**config.mk**
```make
export PLATFORM = sky130hd
export DESIGN_NAME = afx_core
export DESIGN_NICKNAME = d
export VERILOG_FILES = /design/src/hdl/afx_regfile.v /design/src/hdl/afx_mixed_sign_multiply.v /design/src/hdl/afx_core.v
export VERILOG_INCLUDE_DIRS = /design/src /design/src/hdl
export SDC_FILE = /design/constraint.sdc
export NUM_CORES = 2
export LEC_CHECK = 0
export BUFFER_PORTS_ARGS = -buffer_cell sky130_fd_sc_hd__buf_2
export CAP_MARGIN = 20
export CORE_ASPECT_RATIO = 1.4
export CORE_MARGIN = 2
export CORE_UTILIZATION = 45
export DETAILED_ROUTE_END_ITERATION = 8
export GPL_ROUTABILITY_DRIVEN = 0
export PLACE_DENSITY = 0.67
export SKIP_CTS_REPAIR_TIMING = 1
export SLEW_MARGIN = 0
export SYNTH_ARGS = -nofsm -noshare
export SYNTH_HDL_FRONTEND = slang
export SYNTH_SLANG_ARGS = --single-unit
export TNS_END_PERCENT = 5
```
**constraint.sdc**
```tcl
create_clock -name CLK_SYS -period 7 [get_ports CLK_SYS]
set_clock_uncertainty 0.2 [all_clocks]
set_input_delay 1.4 -clock CLK_SYS [delete_from_list [all_inputs] [get_ports CLK_SYS]]
set_output_delay 1.4 -clock CLK_SYS [all_outputs]
set_load 0.01 [all_outputs]
```
**src/hdl/afx_defs.vh**
```
// constants of the alu and flow execution block: bus map, command fields,
// status flag positions, opcodes and execute cycle counts.
// assumes nothing; included by every design file that needs it.
`ifndef AFX_DEFS_VH
`define AFX_DEFS_VH

// register byte offsets on the apb side
`define AFX_OFF_CTRL 12'h000
`define AFX_OFF_STAT 12'h004
`define AFX_OFF_PC 12'h008
`define AFX_OFF_RET 12'h00c
`define AFX_OFF_RF 12'h080
`define AFX_RF_MASK 12'hf80

// command word fields (ctrl register)
`define AFX_F_OP_LSB 0
`define AFX_F_RD_LSB 4
`define AFX_F_RR_LSB 9
`define AFX_F_SKIP2 14
`define AFX_F_K_LSB 16
`define AFX_CMD_W 24

// status register layout and flag positions inside the flag byte
`define AFX_STAT_BUSY 0
`define AFX_STAT_SREG_LSB 8
`define AFX_SREG_C 0
`define AFX_SREG_Z 1
`define AFX_SREG_N 2
`define AFX_SREG_V 3
`define AFX_SREG_S 4
`define AFX_SREG_H 5

// reset values
`define AFX_RST_SREG 8'h00
`define AFX_RST_PC 16'h0000
`define AFX_RST_CMD 24'h000000

// opcodes
`define AFX_OP_ADD_CARRY 4'h0
`define AFX_OP_WORD_ADD_IMM 4'h1
`define AFX_OP_SUB_CONST 4'h2
`define AFX_OP_SUB_BORROW 4'h3
`define AFX_OP_SUB_BORROW_CONST 4'h4
`define AFX_OP_WORD_SUB_IMM 4'h5
`define AFX_OP_AND_CONST 4'h6
`define AFX_OP_OR_CONST 4'h7
`define AFX_OP_MASK_SET 4'h8
`define AFX_OP_MASK_CLEAR 4'h9
`define AFX_OP_TEST 4'ha
`define AFX_OP_MIXED_MUL 4'hb
`define AFX_OP_FRAC_MUL 4'hc
`define AFX_OP_PTR_JUMP 4'hd
`define AFX_OP_PTR_CALL 4'he
`define AFX_OP_CMP_SKIP 4'hf

// execute cycle counts
`define AFX_CYC_ONE 3'h1
`define AFX_CYC_TWO 3'h2
`define AFX_CYC_THREE 3'h3
`define AFX_CYC_FOUR 3'h4

// pointer register pair low index
`define AFX_PTR_LO 5'h1e

`endif

```
**src/hdl/afx_regfile.v**
```verilog
// general register file of the execution block: one register per entry,
// a pair read port, a byte read port and a pair write port with byte enables.
// assumes a single clock; read data are registered, so they follow one edge
// after the address is presented.
`timescale 1ns/1ps
`default_nettype none

module afx_regfile #(
  parameter DEPTH = 32,
  parameter AW = 5
) (
  input wire clk,
  input wire [AW-1:0] addr_a,
  input wire [AW-1:0] addr_b,
  input wire [1:0] we,
  input wire [AW-1:0] waddr,
  input wire [15:0] wdata,
  output reg [15:0] q_a,
  output reg [7:0] q_b
);

  wire [8*DEPTH-1:0] flat;
  wire [AW-1:0] addr_a1 = addr_a + {{(AW-1){1'b0}}, 1'b1};
  wire [AW-1:0] waddr1 = waddr + {{(AW-1){1'b0}}, 1'b1};

  // one byte per entry; the upper write byte lands on the next index (wraps)
  genvar i;
  generate
    for (i = 0; i < DEPTH; i = i + 1)
    begin : g_ent
      reg [7:0] ent_ff;
      always @(posedge clk)
      begin
        if (we[0] && (waddr == i))
          ent_ff <= wdata[7:0];
        else if (we[1] && (waddr1 == i))
          ent_ff <= wdata[15:8];
      end
      assign flat[8*i +: 8] = ent_ff;
    end
  endgenerate

  // registered reads, no reset needed on data storage
  always @(posedge clk)
  begin
    q_a <= {flat[8*addr_a1 +: 8], flat[8*addr_a +: 8]};
    q_b <= flat[8*addr_b +: 8];
  end

endmodule // afx_regfile

`default_nettype wire

```
**src/hdl/afx_mixed_sign_multiply.v**
```verilog
// signed by unsigned 8x8 multiplier with optional fractional left shift.
// assumes operands held stable by the caller; purely combinational.
`timescale 1ns/1ps
`default_nettype none

module afx_mixed_sign_multiply (
  input wire [7:0] mul_s,
  input wire [7:0] mul_u,
  input wire frac,
  output wire [15:0] product,
  output wire carry,
  output wire zero
);

  // unsigned operand gets a zero sign bit so the product stays exact
  wire signed [16:0] full = $signed(mul_s) * $signed({1'b0, mul_u});
  wire [15:0] raw = full[15:0];

  // carry is the top product bit before the fractional shift
  assign carry = raw[15];
  assign product = frac ? {raw[14:0], 1'b0} : raw;
  assign zero = (product == 16'h0000);

endmodule // afx_mixed_sign_multiply

`default_nettype wire

```
**src/hdl/afx_core.v**
```verilog
// alu and flow execution core: runs one command at a time written over apb,
// operating on the register file, the flag byte and the program counter.
// assumes an apb master on CLK_SYS and a synchronous active-high reset.
//
// Added by the designer: register access over APB and the address map.
`timescale 1ns/1ps
`default_nettype none
`include "afx_defs.vh"

module afx_core #(
  parameter AW = 12,
  parameter RF_DEPTH = 32
) (
  input wire CLK_SYS,
  input wire SRST,
  input wire PSEL,
  input wire PENABLE,
  input wire PWRITE,
  input wire [AW-1:0] PADDR,
  input wire [31:0] PWDATA,
  output reg [31:0] PRDATA,
  output wire PREADY,
  output wire PSLVERR,
  output wire BUSY
);

  localparam [2:0] ST_IDLE = 3'b001;
  localparam [2:0] ST_FETCH = 3'b010;
  localparam [2:0] ST_EXEC = 3'b100;

  reg [2:0] state_ff;
  reg [2:0] nxt_state;
  reg [`AFX_CMD_W-1:0] cmd_ff;
  reg [`AFX_CMD_W-1:0] nxt_cmd;
  reg [7:0] sreg_ff;
  reg [7:0] nxt_sreg;
  reg [15:0] pc_ff;
  reg [15:0] nxt_pc;
  reg [15:0] ret_ff;
  reg [15:0] nxt_ret;
  reg [2:0] cnt_ff;
  reg [2:0] nxt_cnt;
  reg rd_wait_ff;

  wire idle = state_ff[0];
  wire exec = state_ff[2];

  // command fields
  wire [3:0] op = cmd_ff[`AFX_F_OP_LSB +: 4];
  wire [4:0] rd_idx = cmd_ff[`AFX_F_RD_LSB +: 5];
  wire [4:0] rr_idx = cmd_ff[`AFX_F_RR_LSB +: 5];
  wire skip2 = cmd_ff[`AFX_F_SKIP2];
  wire [7:0] kimm = cmd_ff[`AFX_F_K_LSB +: 8];

  // apb address decode; anything else answers with an error
  wire sel_ctrl = (PADDR == `AFX_OFF_CTRL);
  wire sel_stat = (PADDR == `AFX_OFF_STAT);
  wire sel_pc = (PADDR == `AFX_OFF_PC);
  wire sel_ret = (PADDR == `AFX_OFF_RET);
  wire sel_rf = ((PADDR & `AFX_RF_MASK) == `AFX_OFF_RF) && (PADDR[1:0] == 2'b00);
  wire mapped = sel_ctrl | sel_stat | sel_pc | sel_ret | sel_rf;
  wire rf_rd = sel_rf & ~PWRITE;
  wire [4:0] apb_rf_idx = PADDR[6:2];

  // register file reads need one wait state, and are held off while busy
  // because port b then belongs to the operand fetch
  assign PREADY = ~rf_rd | rd_wait_ff;
  assign PSLVERR = PSEL & PENABLE & ~mapped;
  assign BUSY = ~idle;

  wire wr_fire = PSEL & PENABLE & PWRITE & mapped;

  always @(posedge CLK_SYS)
  begin
    if (SRST)
      rd_wait_ff <= 1'b0;
    else
      rd_wait_ff <= PSEL & PENABLE & rf_rd & ~rd_wait_ff & idle;
  end

  // register file and operand addressing
  wire is_ptr = (op == `AFX_OP_PTR_JUMP) || (op == `AFX_OP_PTR_CALL);
  wire [4:0] addr_a = is_ptr ? `AFX_PTR_LO : rd_idx;
  wire [4:0] addr_b = idle ? apb_rf_idx : rr_idx;
  wire [15:0] q_a;
  wire [7:0] q_b;
  reg [1:0] ex_we;
  reg [1:0] ex_we_q;
  reg [15:0] ex_res;
  reg [4:0] ex_waddr;

  // software writes only land while idle, so the two writers never meet
  wire apb_rf_we = wr_fire & sel_rf & idle;
  wire [1:0] rf_we = apb_rf_we ? 2'b01 : ex_we_q;
  wire [4:0] rf_waddr = apb_rf_we ? apb_rf_idx : ex_waddr;
  wire [15:0] rf_wdata = apb_rf_we ? {8'h00, PWDATA[7:0]} : ex_res;

  afx_regfile #(
    .DEPTH(RF_DEPTH),
    .AW(5)
  ) u_rf (
    .clk(CLK_SYS),
    .addr_a(addr_a),
    .addr_b(addr_b),
    .we(rf_we),
    .waddr(rf_waddr),
    .wdata(rf_wdata),
    .q_a(q_a),
    .q_b(q_b)
  );

  wire [15:0] mul_p;
  wire mul_c;
  wire mul_z;

  afx_mixed_sign_multiply u_mul (
    .mul_s(q_a[7:0]),
    .mul_u(q_b),
    .frac(op == `AFX_OP_FRAC_MUL),
    .product(mul_p),
    .carry(mul_c),
    .zero(mul_z)
  );

  // byte and word arithmetic shared by the add and subtract commands
  wire [7:0] da = q_a[7:0];
  wire cin = sreg_ff[`AFX_SREG_C];
  wire [8:0] add9 = {1'b0, da} + {1'b0, q_b} + {8'h00, cin};
  wire [4:0] addh = {1'b0, da[3:0]} + {1'b0, q_b[3:0]} + {4'h0, cin};
  wire sub_reg = (op == `AFX_OP_SUB_BORROW);
  wire use_bin = sub_reg || (op == `AFX_OP_SUB_BORROW_CONST);
  wire [7:0] sop = sub_reg ? q_b : kimm;
  wire bin = use_bin & cin;
  wire [8:0] sub9 = {1'b0, da} - {1'b0, sop} - {8'h00, bin};
  wire [4:0] subh = {1'b0, da[3:0]} - {1'b0, sop[3:0]} - {4'h0, bin};
  wire [16:0] wadd = {1'b0, q_a} + {9'h000, kimm};
  wire [16:0] wsub = {1'b0, q_a} - {9'h000, kimm};
  wire equal = (da == q_b);

  // per-command result, flags, pc and length; flags start from the old byte
  reg [7:0] flg;
  reg [7:0] lres;
  reg [15:0] wres;
  reg [15:0] ex_pc;
  reg [2:0] ex_len;
  reg ex_call;
  always @*
  begin
    flg = sreg_ff;
    lres = 8'h00;
    wres = 16'h0000;
    ex_res = 16'h0000;
    ex_we = 2'b00;
    ex_waddr = rd_idx;
    ex_pc = pc_ff + 16'h0001;
    ex_len = `AFX_CYC_ONE;
    ex_call = 1'b0;
    case (op)
      `AFX_OP_ADD_CARRY:
      begin
        ex_res = {8'h00, add9[7:0]};
        ex_we = 2'b01;
        flg[`AFX_SREG_C] = add9[8];
        flg[`AFX_SREG_Z] = (add9[7:0] == 8'h00);
        flg[`AFX_SREG_N] = add9[7];
        flg[`AFX_SREG_V] = (da[7] & q_b[7] & ~add9[7]) | (~da[7] & ~q_b[7] & add9[7]);
        flg[`AFX_SREG_H] = addh[4];
      end
      `AFX_OP_WORD_ADD_IMM, `AFX_OP_WORD_SUB_IMM:
      begin
        wres = (op == `AFX_OP_WORD_ADD_IMM) ? wadd[15:0] : wsub[15:0];
        ex_res = wres;
        ex_we = 2'b11;
        ex_len = `AFX_CYC_TWO;
        flg[`AFX_SREG_C] = (op == `AFX_OP_WORD_ADD_IMM) ? wadd[16] : wsub[16];
        flg[`AFX_SREG_Z] = (wres == 16'h0000);
        flg[`AFX_SREG_N] = wres[15];
        flg[`AFX_SREG_V] = (op == `AFX_OP_WORD_ADD_IMM) ? (~q_a[15] & wres[15]) : (q_a[15] & ~wres[15]);
        flg[`AFX_SREG_S] = flg[`AFX_SREG_N] ^ flg[`AFX_SREG_V];
      end
      `AFX_OP_SUB_CONST, `AFX_OP_SUB_BORROW, `AFX_OP_SUB_BORROW_CONST:
      begin
        ex_res = {8'h00, sub9[7:0]};
        ex_we = 2'b01;
        flg[`AFX_SREG_C] = sub9[8];
        // with borrow, zero chains so a multi-byte result tests as a whole
        flg[`AFX_SREG_Z] = (sub9[7:0] == 8'h00) & (~use_bin | sreg_ff[`AFX_SREG_Z]);
        flg[`AFX_SREG_N] = sub9[7];
        flg[`AFX_SREG_V] = (da[7] & ~sop[7] & ~sub9[7]) | (~da[7] & sop[7] & sub9[7]);
        flg[`AFX_SREG_H] = subh[4];
      end
      `AFX_OP_AND_CONST, `AFX_OP_OR_CONST, `AFX_OP_MASK_SET, `AFX_OP_MASK_CLEAR, `AFX_OP_TEST:
      begin
        case (op)
          `AFX_OP_AND_CONST: lres = da & kimm;
          `AFX_OP_OR_CONST: lres = da | kimm;
          `AFX_OP_MASK_SET: lres = da | kimm;
          `AFX_OP_MASK_CLEAR: lres = da & ~kimm;
          default: lres = da & da;
        endcase
        ex_res = {8'h00, lres};
        ex_we = 2'b01;
        // carry, half carry and sign are left alone here
        flg[`AFX_SREG_Z] = (lres == 8'h00);
        flg[`AFX_SREG_N] = lres[7];
        flg[`AFX_SREG_V] = 1'b0;
      end
      `AFX_OP_MIXED_MUL, `AFX_OP_FRAC_MUL:
      begin
        ex_res = mul_p;
        ex_we = 2'b11;
        ex_waddr = 5'h00;
        ex_len = `AFX_CYC_TWO;
        flg[`AFX_SREG_C] = mul_c;
        flg[`AFX_SREG_Z] = mul_z;
      end
      `AFX_OP_PTR_JUMP:
      begin
        ex_pc = q_a;
        ex_len = `AFX_CYC_TWO;
      end
      `AFX_OP_PTR_CALL:
      begin
        ex_pc = q_a;
        ex_call = 1'b1;
        ex_len = `AFX_CYC_FOUR;
      end
      `AFX_OP_CMP_SKIP:
      begin
        // skipping costs one extra cycle per word skipped
        if (equal)
        begin
          ex_pc = pc_ff + (skip2 ? 16'h0003 : 16'h0002);
          ex_len = skip2 ? `AFX_CYC_THREE : `AFX_CYC_TWO;
        end
      end
      default:
      begin
        ex_len = `AFX_CYC_ONE;
      end
    endcase
  end

  wire ex_done = exec && (cnt_ff == ex_len);
  wire [1:0] ex_we_gated = ex_done ? ex_we : 2'b00;

  // sequencer: a command is latched while idle, operands read, then executed
  always @*
  begin
    nxt_state = state_ff;
    nxt_cnt = cnt_ff;
    nxt_cmd = cmd_ff;
    case (state_ff)
      ST_IDLE:
      begin
        if (wr_fire && sel_ctrl)
        begin
          nxt_cmd = PWDATA[`AFX_CMD_W-1:0];
          nxt_state = ST_FETCH;
        end
      end
      ST_FETCH:
      begin
        nxt_cnt = `AFX_CYC_ONE;
        nxt_state = ST_EXEC;
      end
      ST_EXEC:
      begin
        if (ex_done)
          nxt_state = ST_IDLE;
        else
          nxt_cnt = cnt_ff + 3'h1;
      end
      default:
      begin
        nxt_state = ST_IDLE;
      end
    endcase
  end

  // architectural state: commits at the last execute cycle, software
  // writes to flags and pc are honoured only while idle
  always @*
  begin
    nxt_sreg = sreg_ff;
    nxt_pc = pc_ff;
    nxt_ret = ret_ff;
    if (ex_done)
    begin
      nxt_sreg = flg;
      nxt_pc = ex_pc;
      if (ex_call)
        nxt_ret = pc_ff + 16'h0001;
    end
    else if (idle && wr_fire && sel_stat)
      nxt_sreg = PWDATA[`AFX_STAT_SREG_LSB +: 8];
    else if (idle && wr_fire && sel_pc)
      nxt_pc = PWDATA[15:0];
  end

  always @(posedge CLK_SYS)
  begin
    if (SRST)
    begin
      state_ff <= ST_IDLE;
      cnt_ff <= 3'h0;
      cmd_ff <= `AFX_RST_CMD;
      sreg_ff <= `AFX_RST_SREG;
      pc_ff <= `AFX_RST_PC;
      ret_ff <= `AFX_RST_PC;
    end
    else
    begin
      state_ff <= nxt_state;
      cnt_ff <= nxt_cnt;
      cmd_ff <= nxt_cmd;
      sreg_ff <= nxt_sreg;
      pc_ff <= nxt_pc;
      ret_ff <= nxt_ret;
    end
  end

  // execute writes go to the register file only on the completing cycle
  always @*
  begin
    ex_we_q = ex_we_gated;
  end

  // read mux over flops; unmapped reads return zero
  always @*
  begin
    PRDATA = 32'h00000000;
    if (sel_ctrl)
      PRDATA = {{(32-`AFX_CMD_W){1'b0}}, cmd_ff};
    else if (sel_stat)
      PRDATA = {16'h0000, sreg_ff, 7'h00, ~idle};
    else if (sel_pc)
      PRDATA = {16'h0000, pc_ff};
    else if (sel_ret)
      PRDATA = {16'h0000, ret_ff};
    else if (sel_rf)
      PRDATA = {24'h000000, q_b};
  end

endmodule // afx_core

`default_nettype wire

```
[Word level (Yosys, flattened, before mapping)]
Index checks and enable logic that the tools add are counted.
Storage, ports and cells
  bits in registers: 351
Operators by class
  add/subtract/negate cells: 15
  reduce and logical (&&, ||, !) cells: 137
  bitwise logic cells: 50
  muxes and demuxes: 107
  eq/ne operators: 95
  multipliers: 1
  shifts and indexed selects: 3
Operators by type and width (number)
  $shiftx 256x9->8: 3
  $mux 8: 67
  $eq 5x5->1 const B: 32
  $mux 16: 10
  $eq 5x4->1 const B: 16
  $pmux 16 s5: 1
  $logic_and 1x1->1: 70
  $reduce_bool 2->1: 35
  $eq 5x3->1 const B: 8
  $eq 4x4->1 const B: 8
  $logic_not 16->1: 2
  $pmux 16 s2: 1
  $and 8x8->8: 3
  $eq 12x4->1 const B: 2
  $logic_not 8->1: 3
  $mux 24: 1
  $pmux 8 s3: 1
  $and 1x1->1: 22
  $reduce_and 2->1: 11
  $eq 5x2->1 const B: 4
  $mux 5: 4
  $pmux 3 s3: 2
  $add 16x8->17: 1
  $sub 16x8->17: 1
  53 further kinds: 100

[Depth between registers and ports, before layout]
  word-level depth: 14
  gate-level depth with buffers: 21

[Modules after synthesis]
Synthesis repeated with hierarchy kept, for this count alone.
Unflattened totals
  cell total of the unflattened synthesis: 2429
  area, all modules: 28270.9 um^2
By module, submodules not included
  afx_regfile: area an instance 18104.9 um^2, cells each 1095, times used 1
  afx_core: area an instance 7795.0 um^2, cells each 1055, times used 1
  afx_mixed_sign_multiply: area an instance 2371.0 um^2, cells each 279, times used 1

[Least setup slack after synthesis]
No wires, ideal clock.
  kind: flip-flop to flip-flop
  from: register u_rf.q_a[1]
  to: register u_rf.g_ent[12].ent_ff[7] (data pin)
  arrival time: 5072 ps
  setup slack: 1456 ps
  library setup time: 272 ps
  cell stages (with the launch flop): 20
  cell sequence: dfxtp_1 -> clkbuf_1 -> nand2_1 -> fa_1 -> fa_1 -> inv_1 -> fa_1 -> inv_1 -> fa_1 -> inv_1 -> ha_1 -> a21o_1 -> a221oi_1 -> a31oi_1 -> or2_2 -> mux2_2 -> o211a_1 -> a31oi_1 -> clkbuf_1 -> mux2i_1
Between the ends
  longest elaborated chain between the ends: 9
  elaborated cells on any way between the ends: 21
  those cells by class: add/sub (6); mul (1); eq/ne (2); mux (10); reduce/logical (2)
Ends and longest elaborated chain
  start: declaration: RTL line afx_regfile.v:18  | output reg [15:0] q_a,
  start signal: assignment: RTL line afx_regfile.v:46  | q_a <= {flat[8*addr_a1 +: 8], flat[8*addr_a +: 8]};
  parallel branches: the longest is 8 deep, another holds $mul 8x9->16
  $mux 8 *: RTL line afx_regfile.v:34  | if (we[0] && (waddr == i))
  end signal: assignment: RTL line afx_regfile.v:35  | ent_ff <= wdata[7:0];
  end signal: assignment: RTL line afx_regfile.v:37  | ent_ff <= wdata[15:8];
  end: declaration: RTL line afx_regfile.v:31  | reg [7:0] ent_ff;
Mark *: on every way between the ends. The select of a mux whose other input is x is not followed.
A chain may end at the register's enable or synchronous reset.

[Final worst setup path]
  from: register u_rf.q_b[4]
  to: register u_rf.g_ent[18].ent_ff[4] (data pin)
Between the ends
  longest elaborated chain between the ends: 9
  elaborated cells on any way between the ends: 19
  those cells by class: add/sub (4); mul (1); eq/ne (2); mux (10); reduce/logical (2)
Ends and longest elaborated chain
  start: declaration: RTL line afx_regfile.v:19  | output reg [7:0] q_b
  start signal: assignment: RTL line afx_regfile.v:47  | q_b <= flat[8*addr_b +: 8];
  parallel branches: the longest is 8 deep, another holds $mul 8x9->16
  $mux 8 *: RTL line afx_regfile.v:34
  end signal: assignment: RTL line afx_regfile.v:35
  end signal: assignment: RTL line afx_regfile.v:37
  end: declaration: RTL line afx_regfile.v:31
Marked as above.

==> out/qor.yml <==
global_route:
  grt_remaining_overflow: 0
  grt_pass1_vias: 24300
  grt_use_total: 0.322
  grt_pass1_wl_mm: 155
  grt_max_degree: 71
  grt_antenna_before_repair: 4
placed_design:
  dp_hpwl_mm: 72.2
  placed_area_mm2: 0.0295
  pre_cts_slack_ns: 0.705
  portBuffers: 67
die:
  boundaryPins: 84
  die_h_um: 301
  rows: 108
  die_w_um: 216
  start_util: 0.456
  core_mm2: 0.0620
  die_area_mm2: 0.0649
finish:
  final_cell_mix: "nand2_1, mux2i_1, edfxtp_1"
  final_common_cell: "nand2_1"
  post_route_cells_drive_above_1_share: 0.164
  syn2layout_area_growth_pct: 8.78
  nets: 2962
  final_area_mm2: 0.0308
  fillers: 5596
synthesis:
  syn-cell-area_mm2: 0.0283
  synthFlopType: "edfxtp_1"
  synthArstFlopShare: 0
  yosysWarnings: 0
  yosysSeqAreaShare: 0.339
  synth_cells: 2823
  synth_cell_types: 93
  synth_seq_cells: 351
  synth_area_per_cell_um2: 10.0
  synth-edff-count: 256
route:
  routed_wl_mm: 106
  viasPerCell: 6.90
  route.detailed.drc: 0
  first_iter_violations: 3837
  dr_total_vias: 25000
  ant_nets: 0
  post_drt_wl_per_cell_um: 29.2
  firstDrtPassIters: 8
clocking:
  cts_tree: "yes"
  htreeDepth: 2
  cts.clk_slew.worst_paths_ns: 0.06
  clock_sinks: 351
  root_buffer: "clkbuf_16"
  clock_latency_ns: 0.60
  cts_made_buffers: 40
  clockBufferDepth: 3
timing:
  relSlewSlack: 0.163
  worstMarginPinSlew_ns: 1.24
  setup_violations: 0
  rsz0062_at_grt: "no"
  fin_crit_ns: 6.48
  slew_viol_final: 0
  fmax_ghz: 0.154
  post-route-period-util: 0.926
  finalHoldViolCount: 0
  final.setup.tns_ns: 0
  setup_ws_ns: 0.517
pwr:
  power_mw: 6.70
  power_density_mw_per_mm2: 218
  ir_drop_mv: 0.300
  leakage_nw: 12.6
worst_hold_path:
  hold_class: "flop to flop"
status:
  outcome: "finished clean"
setup_path:
  critical_path_class: "flop to flop"
  cp-start-kind: "flop"
  end_kind: "flop"
  required_ns: 7.23
  crit_fanout: 30
  cp_data_arrival_time_ns: 6.71
flow_run:
  max-cap-violations: 0
state kept, by name (all words and copies together) (netlist names):
| register | count |
|---|---|
| u_rf.g_ent.ent_ff | 256 |
| cmd_ff | 24 |
| pc_ff | 16 |
| ret_ff | 16 |
| u_rf.q_a | 16 |
| sreg_ff | 8 |
| u_rf.q_b | 8 |
| cnt_ff | 3 |
| state_ff | 3 |
| rd_wait_ff | 1 |
area by class of cell:
cell class / count / area, um^2 / share of cell area
antenna: 1 / 2.50 / 0.0000814
clock buffer: 50 / 1070 / 0.0347
clock inverter: 20 / 173 / 0.00562
inverter: 123 / 462 / 0.0150
multi-input combinational: 2097 / 17300 / 0.564
sequential: 351 / 9590 / 0.312
tap: 825 / 1030 / 0.0336
timing repair buffer: 161 / 1090 / 0.0356
power breakdown:
part,internal [mW],switching [mW]
Sequential,2.21,0.0239
Combinational,0.835,1.57
Clock,1.16,0.914
Total,4.20,2.51
cells by family (layout without fill, tap and decap cells):
| logic type | after synthesis | count (layout) | synth area share |
|---|---|---|---|
| AND/OR/NAND/NOR | 858 | 858 | 0.148 |
| AO/OA/AOI/OAI | 585 | 585 | 0.140 |
| multiplexers | 442 | 442 | 0.225 |
| buffers and inverters | 382 | 354 | 0.0546 |
| flip-flops | 351 | 351 | 0.339 |
| adder cells (fa/ha/maj) | 139 | 139 | 0.0729 |
| XOR/XNOR | 65 | 65 | 0.0201 |
| other | 1 | 9 | 0.000133 |
worst max-delay path, stage by stage, from the launching register on:
cell	delay, ns
dfxtp_1	0.82
ha_1	0.37
fa_1	0.47
fa_1	0.53
fa_1	0.51
inv_1	0.05
fa_1	0.48
inv_1	0.04
ha_1	0.39
o21ai_0	0.16
o21ai_0	0.25
a31oi_1	0.18
xnor2_1	0.41
nor2_1	0.08
o32ai_1	0.77
nand2_1	0.12
buf_4	0.28
mux2i_1	0.21
worst paths after layout:
| check | startpoint | to | slack (ns) | cells after the start |
|---|---|---|---|---|
| worst max register to register | u_rf.q_b[4] | u_rf.g_ent[18].ent_ff[4] | 0.52 | 17 |
| worst min register to register | sreg_ff[7] | sreg_ff[7] | 0.27 | 2 |
| worst max-delay path | u_rf.q_b[4] | u_rf.g_ent[18].ent_ff[4] | 0.52 | 17 |
| worst min-delay path | sreg_ff[7] | sreg_ff[7] | 0.27 | 2 |
Yosys cell counts, types with 18 or more instances:
library cell | n | area [um^2]
dfxtp_1 | 95 | 1900
mux4_2 | 153 | 3450
a31oi_1 | 27 | 169
ha_1 | 96 | 1200
edfxtp_1 | 256 | 7690
nor3_1 | 23 | 115
o21ai_0 | 104 | 521
and2_1 | 61 | 382
inv_1 | 122 | 458
a211oi_1 | 58 | 435
o22ai_1 | 23 | 144
a311oi_1 | 24 | 210
buf_1 | 22 | 82.6
buf_2 | 44 | 220
fa_1 | 43 | 861
nand2_2 | 18 | 113
mux2i_1 | 278 | 2780
a21o_1 | 28 | 210
xnor2_1 | 48 | 420
clkbuf_1 | 178 | 668
a21oi_1 | 137 | 686
nor2_1 | 130 | 488
nand3_1 | 122 | 611
o221ai_1 | 69 | 604
nand2_1 | 368 | 1380
through the flow:
step | instances | hold WS [ns] | utilization
6_report | 3628 | 0.265 | 0.496
2_1_floorplan | 2830 | 0.229 | -
5_1_grt | 3627 | 0.274 | 0.496
4_1_cts | 3625 | 0.260 | 0.495
3_3_place_gp | 3554 | 0.240 | 0.475
3_5_place_dp | 3555 | 0.251 | 0.475
routing by layer:
layer  track usage  wire, um
met2         0.526     49500
met4         0.254     10200
met3        0.0643     11100
met1         0.369     35200
met5             0         0
Power figures use the tool's default switching activity.
